## src/cdps_pkg.sv

```systemverilog
// Purpose: Shared constants for the channel 7 divider and PLL status register slice.
// Assumes: 16-bit configuration registers reached by a register index over the serial port.
// Notes:   Offsets are register indices as seen by the configuration port.
package cdps_pkg;

	// ----------------------------------------------------------------
	// Register indices
	// ----------------------------------------------------------------
	localparam logic [7:0]  CDPS_ADDR_INT_FRAC_HIGH = 8'h13;
	localparam logic [7:0]  CDPS_ADDR_FRAC_LOW      = 8'h14;
	localparam logic [7:0]  CDPS_ADDR_STATUS        = 8'h15;

	// ----------------------------------------------------------------
	// Values after reset
	// ----------------------------------------------------------------
	localparam logic [15:0] CDPS_RST_INT_FRAC_HIGH  = 16'h0040;
	localparam logic [15:0] CDPS_RST_FRAC_LOW       = 16'h7940;

	// ----------------------------------------------------------------
	// Field positions
	// ----------------------------------------------------------------
	localparam int          CDPS_INT_MSB            = 11;
	localparam int          CDPS_INT_LSB            = 4;
	localparam int          CDPS_FRAC_HIGH_MSB      = 3;
	localparam int          CDPS_FRAC_HIGH_LSB      = 0;
	localparam int          CDPS_ST_UNLOCK_BIT      = 2;
	localparam int          CDPS_ST_REF_LOSS_BIT    = 1;
	localparam int          CDPS_ST_REF_SEL_BIT     = 0;

	// ----------------------------------------------------------------
	// Widths
	// ----------------------------------------------------------------
	localparam int          CDPS_INT_W              = 8;
	localparam int          CDPS_FRAC_W             = 20;
	localparam int          CDPS_REG_W              = 16;

	// ----------------------------------------------------------------
	// Pre-divider codes and resulting divide factors
	// ----------------------------------------------------------------
	localparam logic [2:0]  CDPS_PRE_DIV2           = 3'h0;
	localparam logic [2:0]  CDPS_PRE_DIV3           = 3'h1;
	localparam logic [2:0]  CDPS_PRE_DIV1           = 3'h7;
	localparam logic [1:0]  CDPS_PRE_FACTOR1        = 2'h1;
	localparam logic [1:0]  CDPS_PRE_FACTOR2        = 2'h2;
	localparam logic [1:0]  CDPS_PRE_FACTOR3        = 2'h3;

endpackage

```

## src/cdps_regs.sv

```systemverilog
// Purpose: Channel 7 integer/fractional divider registers and read-only PLL status register.
// Assumes: The serial configuration port decodes frames into single-cycle register accesses.
// Notes:   Monitor inputs are synchronous to sys_clk; read data appears one cycle after the strobe.
`timescale 1ns/1ns

// Operation
// Register 0x13 bits 11:4 set the channel 7 integer divide, which is the field plus one.
// Bits 3:0 of register 0x13 hold fraction bits 19:16 of channel 7.
// Register 0x14 holds fraction bits 15:0 of channel 7 across its full width.
// The host writes zero to bits 15:12 of register 0x13 because they are reserved.
// Bits 15:3 of the status register always read as zero.
// The status register is read only and host writes to it change nothing.
// Status bit 2 reads 0 while the PLL is locked and 1 while it is unlocked.
// The external lock output uses the opposite polarity: high for lock, low for unlock.
// Status bit 1 reads 1 when the reference is lost in the observation window, else 0.
// Status bit 0 reads 0 for the primary reference and 1 for the secondary one.
// The fraction is applied only while the fraction path enable bit is 1.
// With the fraction path on, pre-divide code 000 gives 2, 001 gives 3, 111 gives 1.
// The effective ratio is the integer value plus one plus the fraction over two to the 20.
module cdps_regs (
	input  wire logic        sys_clk,
	input  wire logic        srst,
	input  wire logic [7:0]  reg_addr,
	input  wire logic        reg_wr_en,
	input  wire logic [15:0] reg_wr_data,
	input  wire logic        reg_rd_en,
	output logic      [15:0] reg_rd_data,
	output logic             reg_rd_valid,
	input  wire logic        pll_locked,
	input  wire logic        ref_loss_in_window,
	input  wire logic        ref_secondary_selected,
	input  wire logic        ch7_fraction_path_on,
	input  wire logic [2:0]  ch7_prescale_code,
	output logic             pll_lock_status_out,
	output logic      [7:0]  ch7_integer_ratio,
	output logic      [8:0]  ch7_divide_value,
	output logic      [19:0] ch7_fraction_value,
	output logic      [1:0]  ch7_prescale_factor,
	output logic             ch7_prescale_code_bad,
	output logic      [28:0] ch7_effective_ratio
);

	// ----------------------------------------------------------------
	// Stored registers
	// ----------------------------------------------------------------
	logic [11:0] int_frac_high_reg;
	logic [11:0] int_frac_high_next;
	logic [15:0] frac_low_reg;
	logic [15:0] frac_low_next;
	logic [2:0]  status_reg;
	logic [2:0]  status_next;
	logic [15:0] rd_data_reg;
	logic [15:0] rd_data_next;
	logic        rd_valid_reg;
	logic        lock_out_reg;
	logic [7:0]  int_ratio_reg;
	logic [8:0]  div_value_reg;
	logic [8:0]  div_value_next;
	logic [19:0] frac_value_reg;
	logic [19:0] frac_value_next;
	logic [1:0]  pre_factor_reg;
	logic [1:0]  pre_factor_next;
	logic        pre_bad_reg;
	logic        pre_bad_next;
	logic [28:0] eff_ratio_reg;
	logic [28:0] eff_ratio_next;

	// ----------------------------------------------------------------
	// Address decode
	// ----------------------------------------------------------------
	wire logic        hit_int_frac_high = (reg_addr == cdps_pkg::CDPS_ADDR_INT_FRAC_HIGH);
	wire logic        hit_frac_low      = (reg_addr == cdps_pkg::CDPS_ADDR_FRAC_LOW);
	wire logic        hit_status        = (reg_addr == cdps_pkg::CDPS_ADDR_STATUS);
	wire logic        wr_int_frac_high  = reg_wr_en && hit_int_frac_high;
	wire logic        wr_frac_low       = reg_wr_en && hit_frac_low;

	// Reserved bits 15:12 are not stored; the host keeps them at zero.
	assign int_frac_high_next = wr_int_frac_high ? reg_wr_data[11:0] : int_frac_high_reg;
	assign frac_low_next      = wr_frac_low ? reg_wr_data : frac_low_reg;

	// ----------------------------------------------------------------
	// Status capture
	// ----------------------------------------------------------------
	// No write path reaches status_reg, so a write to its index is dropped.
	assign status_next[cdps_pkg::CDPS_ST_UNLOCK_BIT]   = ~pll_locked;
	assign status_next[cdps_pkg::CDPS_ST_REF_LOSS_BIT] = ref_loss_in_window;
	assign status_next[cdps_pkg::CDPS_ST_REF_SEL_BIT]  = ref_secondary_selected;

	// ----------------------------------------------------------------
	// Read mux
	// ----------------------------------------------------------------
	wire logic [15:0] rd_int_frac_high  = {4'h0, int_frac_high_reg};
	wire logic [15:0] rd_status         = {13'h0000, status_reg};
	assign rd_data_next = !reg_rd_en        ? rd_data_reg :
	                      hit_int_frac_high ? rd_int_frac_high :
	                      hit_frac_low      ? frac_low_reg :
	                      hit_status        ? rd_status :
	                                          16'h0000;

	// ----------------------------------------------------------------
	// Divider datapath settings
	// ----------------------------------------------------------------
	wire logic [7:0]  int_field  = int_frac_high_reg[cdps_pkg::CDPS_INT_MSB:cdps_pkg::CDPS_INT_LSB];
	wire logic [3:0]  frac_high  =
		int_frac_high_reg[cdps_pkg::CDPS_FRAC_HIGH_MSB:cdps_pkg::CDPS_FRAC_HIGH_LSB];
	wire logic [19:0] frac_field = {frac_high, frac_low_reg};

	assign div_value_next  = {1'b0, int_field} + 9'h001;
	assign frac_value_next = ch7_fraction_path_on ? frac_field : 20'h00000;
	assign eff_ratio_next  = {div_value_next, frac_value_next};

	// Pre-divider is bypassed (factor 1) whenever the fraction path is off.
	wire logic        code_div2  = (ch7_prescale_code == cdps_pkg::CDPS_PRE_DIV2);
	wire logic        code_div3  = (ch7_prescale_code == cdps_pkg::CDPS_PRE_DIV3);
	wire logic        code_div1  = (ch7_prescale_code == cdps_pkg::CDPS_PRE_DIV1);
	assign pre_factor_next = !ch7_fraction_path_on ? cdps_pkg::CDPS_PRE_FACTOR1 :
	                         code_div2             ? cdps_pkg::CDPS_PRE_FACTOR2 :
	                         code_div3             ? cdps_pkg::CDPS_PRE_FACTOR3 :
	                                                 cdps_pkg::CDPS_PRE_FACTOR1;
	// Reserved codes fall back to divide by 1 and are flagged only while the fraction path is on.
	assign pre_bad_next    = ch7_fraction_path_on && !(code_div2 || code_div3 || code_div1);

	// ----------------------------------------------------------------
	// Registers
	// ----------------------------------------------------------------
	// Each group of flip-flops sits in its own short block; every one of them
	// resets synchronously and loads on every edge.
	always_ff @(posedge sys_clk) begin
		if (srst) begin
			int_frac_high_reg <= cdps_pkg::CDPS_RST_INT_FRAC_HIGH[11:0];
		end else begin
			int_frac_high_reg <= int_frac_high_next;
		end
	end

	// The fraction halves are written on separate edges, so the datapath can
	// carry a mixed fraction until the second half lands.
	always_ff @(posedge sys_clk) begin
		if (srst) begin
			frac_low_reg <= cdps_pkg::CDPS_RST_FRAC_LOW;
		end else begin
			frac_low_reg <= frac_low_next;
		end
	end

	// Monitor levels are captured every edge, so a read reports them two edges
	// after they change.
	always_ff @(posedge sys_clk) begin
		if (srst) begin
			status_reg <= 3'h0;
		end else begin
			status_reg <= status_next;
		end
	end

	// Read data holds until the next read so a slow host can still pick it up.
	always_ff @(posedge sys_clk) begin
		if (srst) begin
			rd_data_reg  <= 16'h0000;
			rd_valid_reg <= 1'b0;
		end else begin
			rd_data_reg  <= rd_data_next;
			rd_valid_reg <= reg_rd_en;
		end
	end

	// The lock pin carries the inverse of status bit 2.
	always_ff @(posedge sys_clk) begin
		if (srst) begin
			lock_out_reg <= 1'b0;
		end else begin
			lock_out_reg <= pll_locked;
		end
	end

	// Derived outputs follow the stored fields one edge later.
	always_ff @(posedge sys_clk) begin
		if (srst) begin
			int_ratio_reg <= 8'h00;
			div_value_reg <= 9'h001;
		end else begin
			int_ratio_reg <= int_field;
			div_value_reg <= div_value_next;
		end
	end

	always_ff @(posedge sys_clk) begin
		if (srst) begin
			frac_value_reg <= 20'h00000;
		end else begin
			frac_value_reg <= frac_value_next;
		end
	end

	always_ff @(posedge sys_clk) begin
		if (srst) begin
			pre_factor_reg <= cdps_pkg::CDPS_PRE_FACTOR1;
			pre_bad_reg    <= 1'b0;
		end else begin
			pre_factor_reg <= pre_factor_next;
			pre_bad_reg    <= pre_bad_next;
		end
	end

	always_ff @(posedge sys_clk) begin
		if (srst) begin
			eff_ratio_reg <= 29'h00000000;
		end else begin
			eff_ratio_reg <= eff_ratio_next;
		end
	end

	// ----------------------------------------------------------------
	// Outputs
	// ----------------------------------------------------------------
	assign reg_rd_data           = rd_data_reg;
	assign reg_rd_valid          = rd_valid_reg;
	assign pll_lock_status_out   = lock_out_reg;
	assign ch7_integer_ratio     = int_ratio_reg;
	assign ch7_divide_value      = div_value_reg;
	assign ch7_fraction_value    = frac_value_reg;
	assign ch7_prescale_factor   = pre_factor_reg;
	assign ch7_prescale_code_bad = pre_bad_reg;
	assign ch7_effective_ratio   = eff_ratio_reg;

endmodule

```

## config.mk

```make
export PLATFORM = sky130hd
export DESIGN_NAME = cdps_regs
export DESIGN_NICKNAME = d
export VERILOG_FILES = /design/src/cdps_pkg.sv /design/src/cdps_regs.sv
export SDC_FILE = /design/constraint.sdc
export NUM_CORES = 1
export LEC_CHECK = 0
export ABC_AREA = 1
export CAP_MARGIN = 10
export CORE_MARGIN = 2
export CORE_UTILIZATION = 43
export DETAILED_ROUTE_END_ITERATION = 7
export DONT_BUFFER_PORTS = 1
export GPL_TIMING_DRIVEN = 1
export PLACE_DENSITY = 0.56
export SLEW_MARGIN = 40
export SYNTH_ARGS = -nofsm -noshare
export SYNTH_HDL_FRONTEND = slang
export SYNTH_SLANG_ARGS = --single-unit
```

## constraint.sdc

```tcl
create_clock -name sys_clk -period 1.6 [get_ports sys_clk]
set_clock_uncertainty 0.2 [all_clocks]
set_input_delay 0.48 -clock sys_clk [delete_from_list [all_inputs] [get_ports sys_clk]]
set_output_delay 0.48 -clock sys_clk [all_outputs]
set_load 0.02 [all_outputs]
```

==> impl_metrics.json, run 1 <==
{
  "largest_reg_flops": 19,
  "synth_area_per_cell_sq_um": 8.15,
  "die_w_microns": 92.8,
  "finalCriticalPeriod_ns": 1.53,
  "hold_viol": 0,
  "drive_gt1_frac": 0.175,
  "cts_buffers": 9,
  "synth_largest_area_cell": "dfxtp_1",
  "rows": 32,
  "cts_tree": "built",
  "crit_chain": "buf_4",
  "vias": 2496,
  "ys_seq_area_frac": 0.531,
  "relSlewSlack": 0.518,
  "htreeDepth": 3,
  "gp_congestion": 0.806,
  "synthFlopType": "dfxtp_1",
  "hold_path.class": "input port to flip-flop",
  "p_int_mw": 3.31,
  "crit_buf_inv": 1,
  "rsz0062_at_grt": "false",
  "worst-path-max-fanout": 2,
  "io_pins": 122,
  "viasPerCell": 4.81,
  "crit_type": "flip-flop to primary output",
  "critPathMaxStageDelay_ns": 0.31,
  "start_util": 0.441,
  "antenna_found_initial": 0,
  "synth_area_sq_um": 3390,
  "irDropWorstVdd_mv": 0.478,
  "fin_nets": 448,
  "synth_area_leaders": "dfxtp_1 53%, nor2_1 9.7%, buf_4 6.2%",
  "track_usage": 0.178,
  "synthArstFlopShare": 0,
  "yosysWarnings": 0,
  "p_comb_frac": 0.037,
  "p_clk_frac": 0.413,
  "overflow": 0,
  "power.total_mw": 4.26,
  "synth_top_area_frac": 0.531,
  "grt_pass1_vias": 2391,
  "critical_path.endpoint_type": "primary output",
  "ant_nets": 0,
  "routed.top_layer": "met4",
  "clkSinkCount": 90,
  "start_kind": "flip-flop",
  "drc": 0,
  "max_cap_viol_count": 0,
  "clock-root-buffer": "clkbuf_8",
  "grt_pass1_wl_microns": 11700,
  "cpLargestDelayFamily": "flip-flops",
  "wirelength_microns": 7380,
  "min_period_over_period": 0.954,
  "p_sw_uw": 946,
  "grt_max_degree": 27,
  "post_cts_buffers": 0,
  "io_buffers": 0,
  "area_growth_pct": 11.4,
  "yosys.cell_types.count": 26,
  "n_antenna_cell": 0,
  "drt-met1-wl_microns": 3290,
  "place_hpwl_microns": 4960,
  "slew_violations": 0,
  "die_area_sq_um": 8610,
  "first_iter_violations": 89,
  "dr.pass1.iters": 5,
  "cp.required_ns": 0.92,
  "pwr_density_cell_nw_per_um2": 1130,
  "die_y_microns": 92.8,
  "post-route-util": 0.492,
  "synth_edf_count": 0,
  "setup_viol": 0,
  "tightest_slew_ns": 0.724,
  "clk_latency_ns": 0.36,
  "yosysMostFrequentCell": "dfxtp_1",
  "p_leak_nw": 1.67,
  "wire_per_inst_microns": 14.2,
  "cts.clk_slew.worst_paths_ns": 0.09,
  "synth_cells": 416,
  "n_fill_cell": 784,
  "status": "finished clean",
  "max_freq_mhz": 655,
  "cp_data_arrival_time_ns": 0.85,
  "cp_slowest_cell": "dfxtp_1",
  "routed-wl-met2_microns": 3420,
  "ys_ff_latch": 90,
  "p_seq_frac": 0.550,
  "wl_met3_microns": 573,
  "synth_common_cells": "90 x dfxtp_1, 88 x nor2_1, 54 x inv_1, 31 x a21oi_1, 29 x o21ai_0",
  "core_sq_um": 7690,
  "synth_fp_nets": 452,
  "cts_buffer_depth": 2,
  "switching_share": 0.222
}
-- area by class of cell --
class                      count  area (sq um)  area share
multi-input combinational    224          1060       0.279
tap                          102           128      0.0338
sequential                    90          1840       0.486
timing repair buffer          31           318      0.0841
inverter                      56           211      0.0559
clock buffer                  12           155      0.0410
clock inverter                 4          73.8      0.0195
-- worst reg2reg max path: stages, from the launching register on --
cell and delay [ns]:
dfxtp_1 0.34, inv_1 0.05, buf_4 0.15, nor2_1 0.09, dlygate4sd3_1 0.55
-- cells by family (layout without fill, tap and decap cells) --
logic type | count (synthesis) | in the layout | share of synthesized area
fa+ha+maj | 1 | 1 | 0.00369
flops | 90 | 90 | 0.531
buf+inv | 102 | 103 | 0.157
compound gates | 81 | 81 | 0.120
simple gates | 142 | 142 | 0.188
-- path summary, 6_finish.rpt --
path | start | cells past startpoint | slack (ns) | endpoint
worst max-delay path | ch7_fraction_value[0] | 1 | 0.07 | ch7_fraction_value[0]
worst min-delay path | srst | 2 | 0.03 | frac_low_reg[13]
worst max register to register | int_frac_high_reg[7] | 4 | 0.18 | ch7_integer_ratio[3]
worst min register to register | frac_low_reg[15] | 2 | 0.25 | ch7_fraction_value[15]
-- stage by stage --
step                cells  setup slack, ns  instance area [sq um]  TNS [ns]  hold WS (ns)
global route          519           0.0237                   3780         0        0.0162
floorplan             416           0.0630                   3390         0         0.219
detailed placement    490          -0.0334                   3380    -0.150         0.242
CTS                   518          0.00128                   3760         0       0.00537
global placement      490         -0.00366                   3380  -0.00693         0.243
finish                519           0.0739                   3780         0        0.0329
-- placed cells by master (no fill, tap or decap), types with 2 or more instances in the layout --
cell / instances
buf_12: 4
a21oi_1: 31
clkbuf_8: 11
nand2_1: 20
nor2_1: 88
o21ai_0: 28
bufinv_16: 2
nor4_1: 2
dfxtp_2: 29
buf_4: 14
o21ai_1: 22
inv_1: 54
dlygate4sd3_1: 12
clkinv_2: 2
dfxtp_1: 61
nand3_1: 20
nor2_2: 2
nor2_4: 2
nor3_1: 2
-- power by group through the flow --
stage	combinational, mW	clock [mW]	sequential, mW
6_report	0.159	1.76	2.34
5_1_grt	0.182	1.90	2.35
4_1_cts	0.157	1.80	2.34
3_5_place_dp	0.129	0	2.39
3_3_place_gp	0.127	0	2.39
2_1_floorplan	0.142	0	2.38
-- layer usage --
metal | up-vias | GRT usage
met5 | - | 0
met4 | 0 | 0.0711
met3 | 9 | 0.0586
met2 | 83 | 0.284
met1 | 1141 | 0.221
li1 | 1263 | -
-- what timing repair did --
item | in CTS | in global routing
setup endpoints to repair | 50 | 19
gates resized for setup | 25 | 6
hold buffers | 12 | 1
endpoints found under the hold margin | 25 | 1
gates cloned | 0 | 0
(Power assumes the default switching activity.)
==> run 2: changes to the inputs <==
clock period = 1.7 ns   (was 1.6 ns; I/O delays follow)
==> run 2 against run 1 <==
  * Setup slack lost 0.00098 ns
  * First-iteration DRC count is 10% higher
  * Clock power decreased by 24%
  * Cell count fell by 4.0%
  * Sequential share of layout area up 2.6 points
  * Non-clock buffer count shrank 17
  * Flip-flop and latch count did not move
  * Utilization is 3.4 points lower
  * Critical path depth is 1 lower
  * Power is 14% lower
  * Via count fell by 3.2%
  * Sequential power shrank 6%
==> impl_metrics.json, run 2 (synthesis gave the netlist of run 1 again) <==
{
  "cts.clk_slew.worst_paths_ns": 0.08,
  "p_leak_nw": 1.53,
  "clk_latency_ns": 0.34,
  "critical_path.endpoint_type": "primary output",
  "overflow": 0,
  "clock-root-buffer": "clkbuf_8",
  "hold_slack_ns": 0.0231,
  "holdCritStartpoint": "srst",
  "setup_tns_ns": 0,
  "hold_path.class": "input port to flip-flop",
  "rr_startpoint": "int_frac_high_reg[5]",
  "drc": 0,
  "hold_viol": 0,
  "start_util": 0.441,
  "setup_viol": 0,
  "cp_data_arrival_time_ns": 0.92,
  "busiest_layer": "met2",
  "critPathLaunch": "ch7_fraction_value[11]",
  "met3_usage": 0.0659,
  "die_area_sq_um": 8610,
  "viasPerCell": 4.85,
  "status": "finished clean",
  "place_area_sq_um": 3340,
  "relSlewSlack": 0.690,
  "crit_type": "flip-flop to primary output",
  "htreeDepth": 3,
  "grt.met2_usage": 0.270,
  "worst-path-max-fanout": 2,
  "antenna_found_initial": 0,
  "first_iter_violations": 98,
  "n_fill_cell": 796,
  "gp_congestion": 0.775,
  "reg2reg_to": "ch7_divide_value[7]",
  "die_y_microns": 92.8,
  "fin_nets": 431,
  "n_antenna_cell": 0,
  "vias": 2415,
  "ant_nets": 0,
  "place_hpwl_microns": 4900,
  "reg2reg_depth": 5,
  "dr.pass1.iters": 4,
  "max_freq_mhz": 615,
  "area_growth_pct": 3.76,
  "start_kind": "flip-flop",
  "layout_common_cells": "89 x dfxtp_1, 88 x nor2_1, 54 x inv_1",
  "cts_buffers": 9,
  "grt_pass1_vias": 2303,
  "io_pins": 122,
  "cp.required_ns": 0.99,
  "rows": 32,
  "irDropWorstVdd_mv": 0.520,
  "cts_tree": "built",
  "layout_commonest_cell": "dfxtp_1",
  "io_buffers": 0,
  "final_area_sq_um": 3520,
  "max_cap_viol_count": 0,
  "grt_pass1_wl_microns": 11400,
  "slew_violations": 0,
  "min_to": "reg_rd_data[15]",
  "power.total_mw": 3.65,
  "wire_per_inst_microns": 14.1,
  "core_sq_um": 7690,
  "track_usage": 0.171,
  "clkSinkCount": 90,
  "post_cts_buffers": 0,
  "rrSetupSlack_ns": 0.23,
  "pwr_density_cell_nw_per_um2": 1040,
  "holdPathStages": 1,
  "tightest_slew_ns": 0.460,
  "min_period_over_period": 0.957,
  "largest_reg_flops": 19,
  "cts_buffer_depth": 2,
  "wirelength_microns": 7000,
  "die_w_microns": 92.8,
  "grt_util_met1": 0.211,
  "rsz0062_at_grt": "false",
  "finalCriticalPeriod_ns": 1.63,
  "drive_gt1_frac": 0.0859,
  "grt_max_degree": 42
}
## run 2: changes by cell type in the layout (fill, tap and decap cells not counted), moves of 2 or more
cell and change:
dfxtp_1 +28, dfxtp_2 -28, clkbuf_8 -2, dlygate4sd3_1 -10, buf_4 -6
## run 2: worst max path at each step
stage | end | depth (start not counted)
2_1_floorplan | int_frac_high_reg[2] | 7
3_3_place_gp | frac_low_reg[14] | 9
3_5_place_dp | frac_low_reg[11] | 9
4_1_cts | ch7_fraction_value[11] | 0
5_1_grt | ch7_effective_ratio[11] | 0
6_report | ch7_effective_ratio[11] | 0
## run 2: final cells by class
type                       count  area, sq um  area share
sequential                    90         1800       0.512
multi-input combinational    224         1060       0.300
inverter                      56          211      0.0601
timing repair buffer          14          160      0.0455
clock buffer                  11          131      0.0373
tap                          102          128      0.0363
clock inverter                 1         30.0     0.00853
## run 2: metrics by stage
stage	setup WS, ns	cells	utilization
after floorplan	0.133	416	-
after global placement	0.0349	484	0.434
after detailed placement	0.00873	484	0.434
after CTS	0.0371	497	0.457
after global routing	0.0181	498	0.458
final	0.0729	498	0.458
## run 2: worst reg2reg max path, delay by kind of cell (launching register included)
kind | cells | cell delay, ns
flip-flops | 1 | 0.40
AND/OR/NAND/NOR | 5 | 0.77
## run 2: report_power, final
group	internal (mW)	leakage, nW	switching [mW]
combinational	0.0514	0.715	0.0697
clock	0.650	0.0812	0.676
sequential	2.14	0.732	0.0639
## run 2: repair_timing
item	in CTS	in global routing
resized for setup	1	0
hold buffers	1	1
setup endpoints to repair	2	0
hold endpoints to repair	1	1
## run 2: metal layers
layer | vias to the layer above | wire length [microns] | share of wire
met2 | 85 | 3280 | 0.47
met3 | 6 | 652 | 0.093
li1 | 1227 | - | -
met4 | 0 | 62 | 0.0089
met5 | - | 0 | 0
met1 | 1097 | 3000 | 0.43
==> run 3: changes to the inputs <==
clock period = 1.59 ns   (was 1.7 ns; I/O delays follow)
==> run 3 against run 2 <==
  * Via count is 2.2% higher
  * Cell count grew 4.0%
  * Global-route usage is 0.51 points higher
  * Clock-buffer cell count unchanged
  * Power increased by 14%
  * Flip-flop and latch count did not move
  * Combinational power increased by 28%
  * Design area up 7.3%
  * Largest cell class unchanged
==> impl_metrics.json, run 3 (synthesis gave the netlist of run 1 again) <==
{
  "hold_slack_ns": 0.0210,
  "pwr_density_cell_nw_per_um2": 1110,
  "switching_share": 0.224,
  "worst-path-max-fanout": 2,
  "clkSinkCount": 90,
  "status": "finished clean",
  "grt_pass1_vias": 2379,
  "n_fill_cell": 776,
  "rsz0062_at_grt": "false",
  "crit_chain": "dlygate4sd3_1 > nor2_1 > dlygate4sd3_1",
  "cp_data_arrival_time_ns": 1.57,
  "setup_viol": 0,
  "rows": 32,
  "track_usage": 0.176,
  "p_sw_uw": 936,
  "critical_path.endpoint_type": "flip-flop",
  "htreeDepth": 3,
  "tightest_slew_ns": 0.598,
  "grt_pass1_wl_microns": 11800,
  "die_w_microns": 92.8,
  "io_buffers": 0,
  "hold_path.class": "input port to flip-flop",
  "dr.pass1.iters": 5,
  "core_sq_um": 7690,
  "layout_common_cells": "88 x nor2_1, 61 x dfxtp_1, 54 x inv_1",
  "first_iter_violations": 74,
  "p_seq_frac": 0.564,
  "irDropWorstVdd_mv": 0.478,
  "cts.clk_slew.worst_paths_ns": 0.09,
  "start_util": 0.441,
  "cts_tree": "built",
  "n_antenna_cell": 0,
  "clock-root-buffer": "clkbuf_8",
  "antenna_found_initial": 0,
  "vias": 2469,
  "start_kind": "input port",
  "io_pins": 122,
  "relSlewSlack": 0.601,
  "p_clk_frac": 0.399,
  "clk_latency_ns": 0.35,
  "final_area_sq_um": 3770,
  "area_growth_pct": 11.3,
  "cp.required_ns": 1.64,
  "crit_type": "input port to flip-flop",
  "max_cap_viol_count": 0,
  "die_y_microns": 92.8,
  "viasPerCell": 4.77,
  "layout_commonest_cell": "nor2_1",
  "overflow": 0,
  "setup_tns_ns": 0,
  "wirelength_microns": 7260,
  "max_freq_mhz": 657,
  "min_period_over_period": 0.957,
  "place_area_sq_um": 3370,
  "place_hpwl_microns": 4940,
  "cts_buffer_depth": 2,
  "drc": 0,
  "slew_violations": 0,
  "cts_buffers": 9,
  "wire_per_inst_microns": 14.0,
  "p_leak_nw": 1.66,
  "final_cells": 518,
  "finalCriticalPeriod_ns": 1.52,
  "cp_common_cell": "dlygate4sd3_1",
  "gp_congestion": 0.820,
  "fin_nets": 447,
  "grt_max_degree": 28,
  "post_cts_buffers": 0,
  "critPathMaxStageDelay_ns": 0.53,
  "p_comb_frac": 0.037,
  "hold_viol": 0,
  "cp_slowest_cell": "dlygate4sd3_1",
  "drive_gt1_frac": 0.175,
  "largest_reg_flops": 19,
  "ant_nets": 0,
  "setup_slack_ns": 0.0682,
  "place_ws_ns": -0.0452,
  "p_int_mw": 3.24,
  "dp.cells": 489,
  "die_area_sq_um": 8610
}
[run 3: cell count changes in the layout (fill, tap and decap cells not counted), sizes merged]
cell | previous run | this run
dlymetal6s4s | 0 | 1
dlygate4sd3 | 2 | 12
buf | 12 | 17
bufinv | 1 | 2
clkinv | 1 | 4
[run 3: critical path, delay by kind of cell]
| kind | cells | cell delay [ns] |
|---|---|---|
| buffers and inverters | 2 | 1.05 |
| and+or+nand+nor | 1 | 0.04 |
[run 3: metrics by stage]
stage	utilization	total power, mW
6_report	0.491	4.18
2_1_floorplan	-	2.53
3_3_place_gp	0.439	2.54
4_1_cts	0.486	4.21
3_5_place_dp	0.439	2.54
5_1_grt	0.491	4.35
[run 3: repair_timing]
| item | 4_1_cts | 5_1_grt |
|---|---|---|
| endpoints found under the hold margin | 24 | 1 |
| resized for setup | 27 | 6 |
| endpoints found under the setup margin | 54 | 5 |
| hold buffers | 12 | 1 |
[run 3: area by class of cell]
cell class,instances,area (sq um),area share
clock inverters,5,78.8,0.0209
clock buffers,11,131,0.0348
inverters,56,211,0.0560
multi-input cells,224,1070,0.285
flip-flops and latches,90,1840,0.488
well taps,102,128,0.0338
repair buffers,30,310,0.0822
[run 3: final timing paths]
check	start	to	slack [ns]	depth (start not counted)
worst max-delay path	pll_locked	status_reg[2]	0.07	3
worst max register to register	int_frac_high_reg[5]	ch7_divide_value[1]	0.07	4
worst min register to register	frac_low_reg[4]	ch7_fraction_value[4]	0.25	2
worst min-delay path	srst	ch7_integer_ratio[0]	0.02	1
[run 3: power by group through the flow]
stage | clock network [mW] | registers (mW) | logic, mW
5_1_grt | 1.81 | 2.36 | 0.177
3_5_place_dp | 0 | 2.41 | 0.129
2_1_floorplan | 0 | 2.39 | 0.143
3_3_place_gp | 0 | 2.41 | 0.128
4_1_cts | 1.70 | 2.36 | 0.153
6_report | 1.67 | 2.36 | 0.155
[run 3: per-layer routing]
metal | routed length, microns | track usage | part of all wire | up-vias
met5 | 0 | 0 | 0 | -
met4 | 108 | 0.0527 | 0.015 | 0
met3 | 558 | 0.0643 | 0.077 | 8
met2 | 3430 | 0.289 | 0.47 | 75
met1 | 3160 | 0.215 | 0.44 | 1120
li1 | - | - | - | 1266
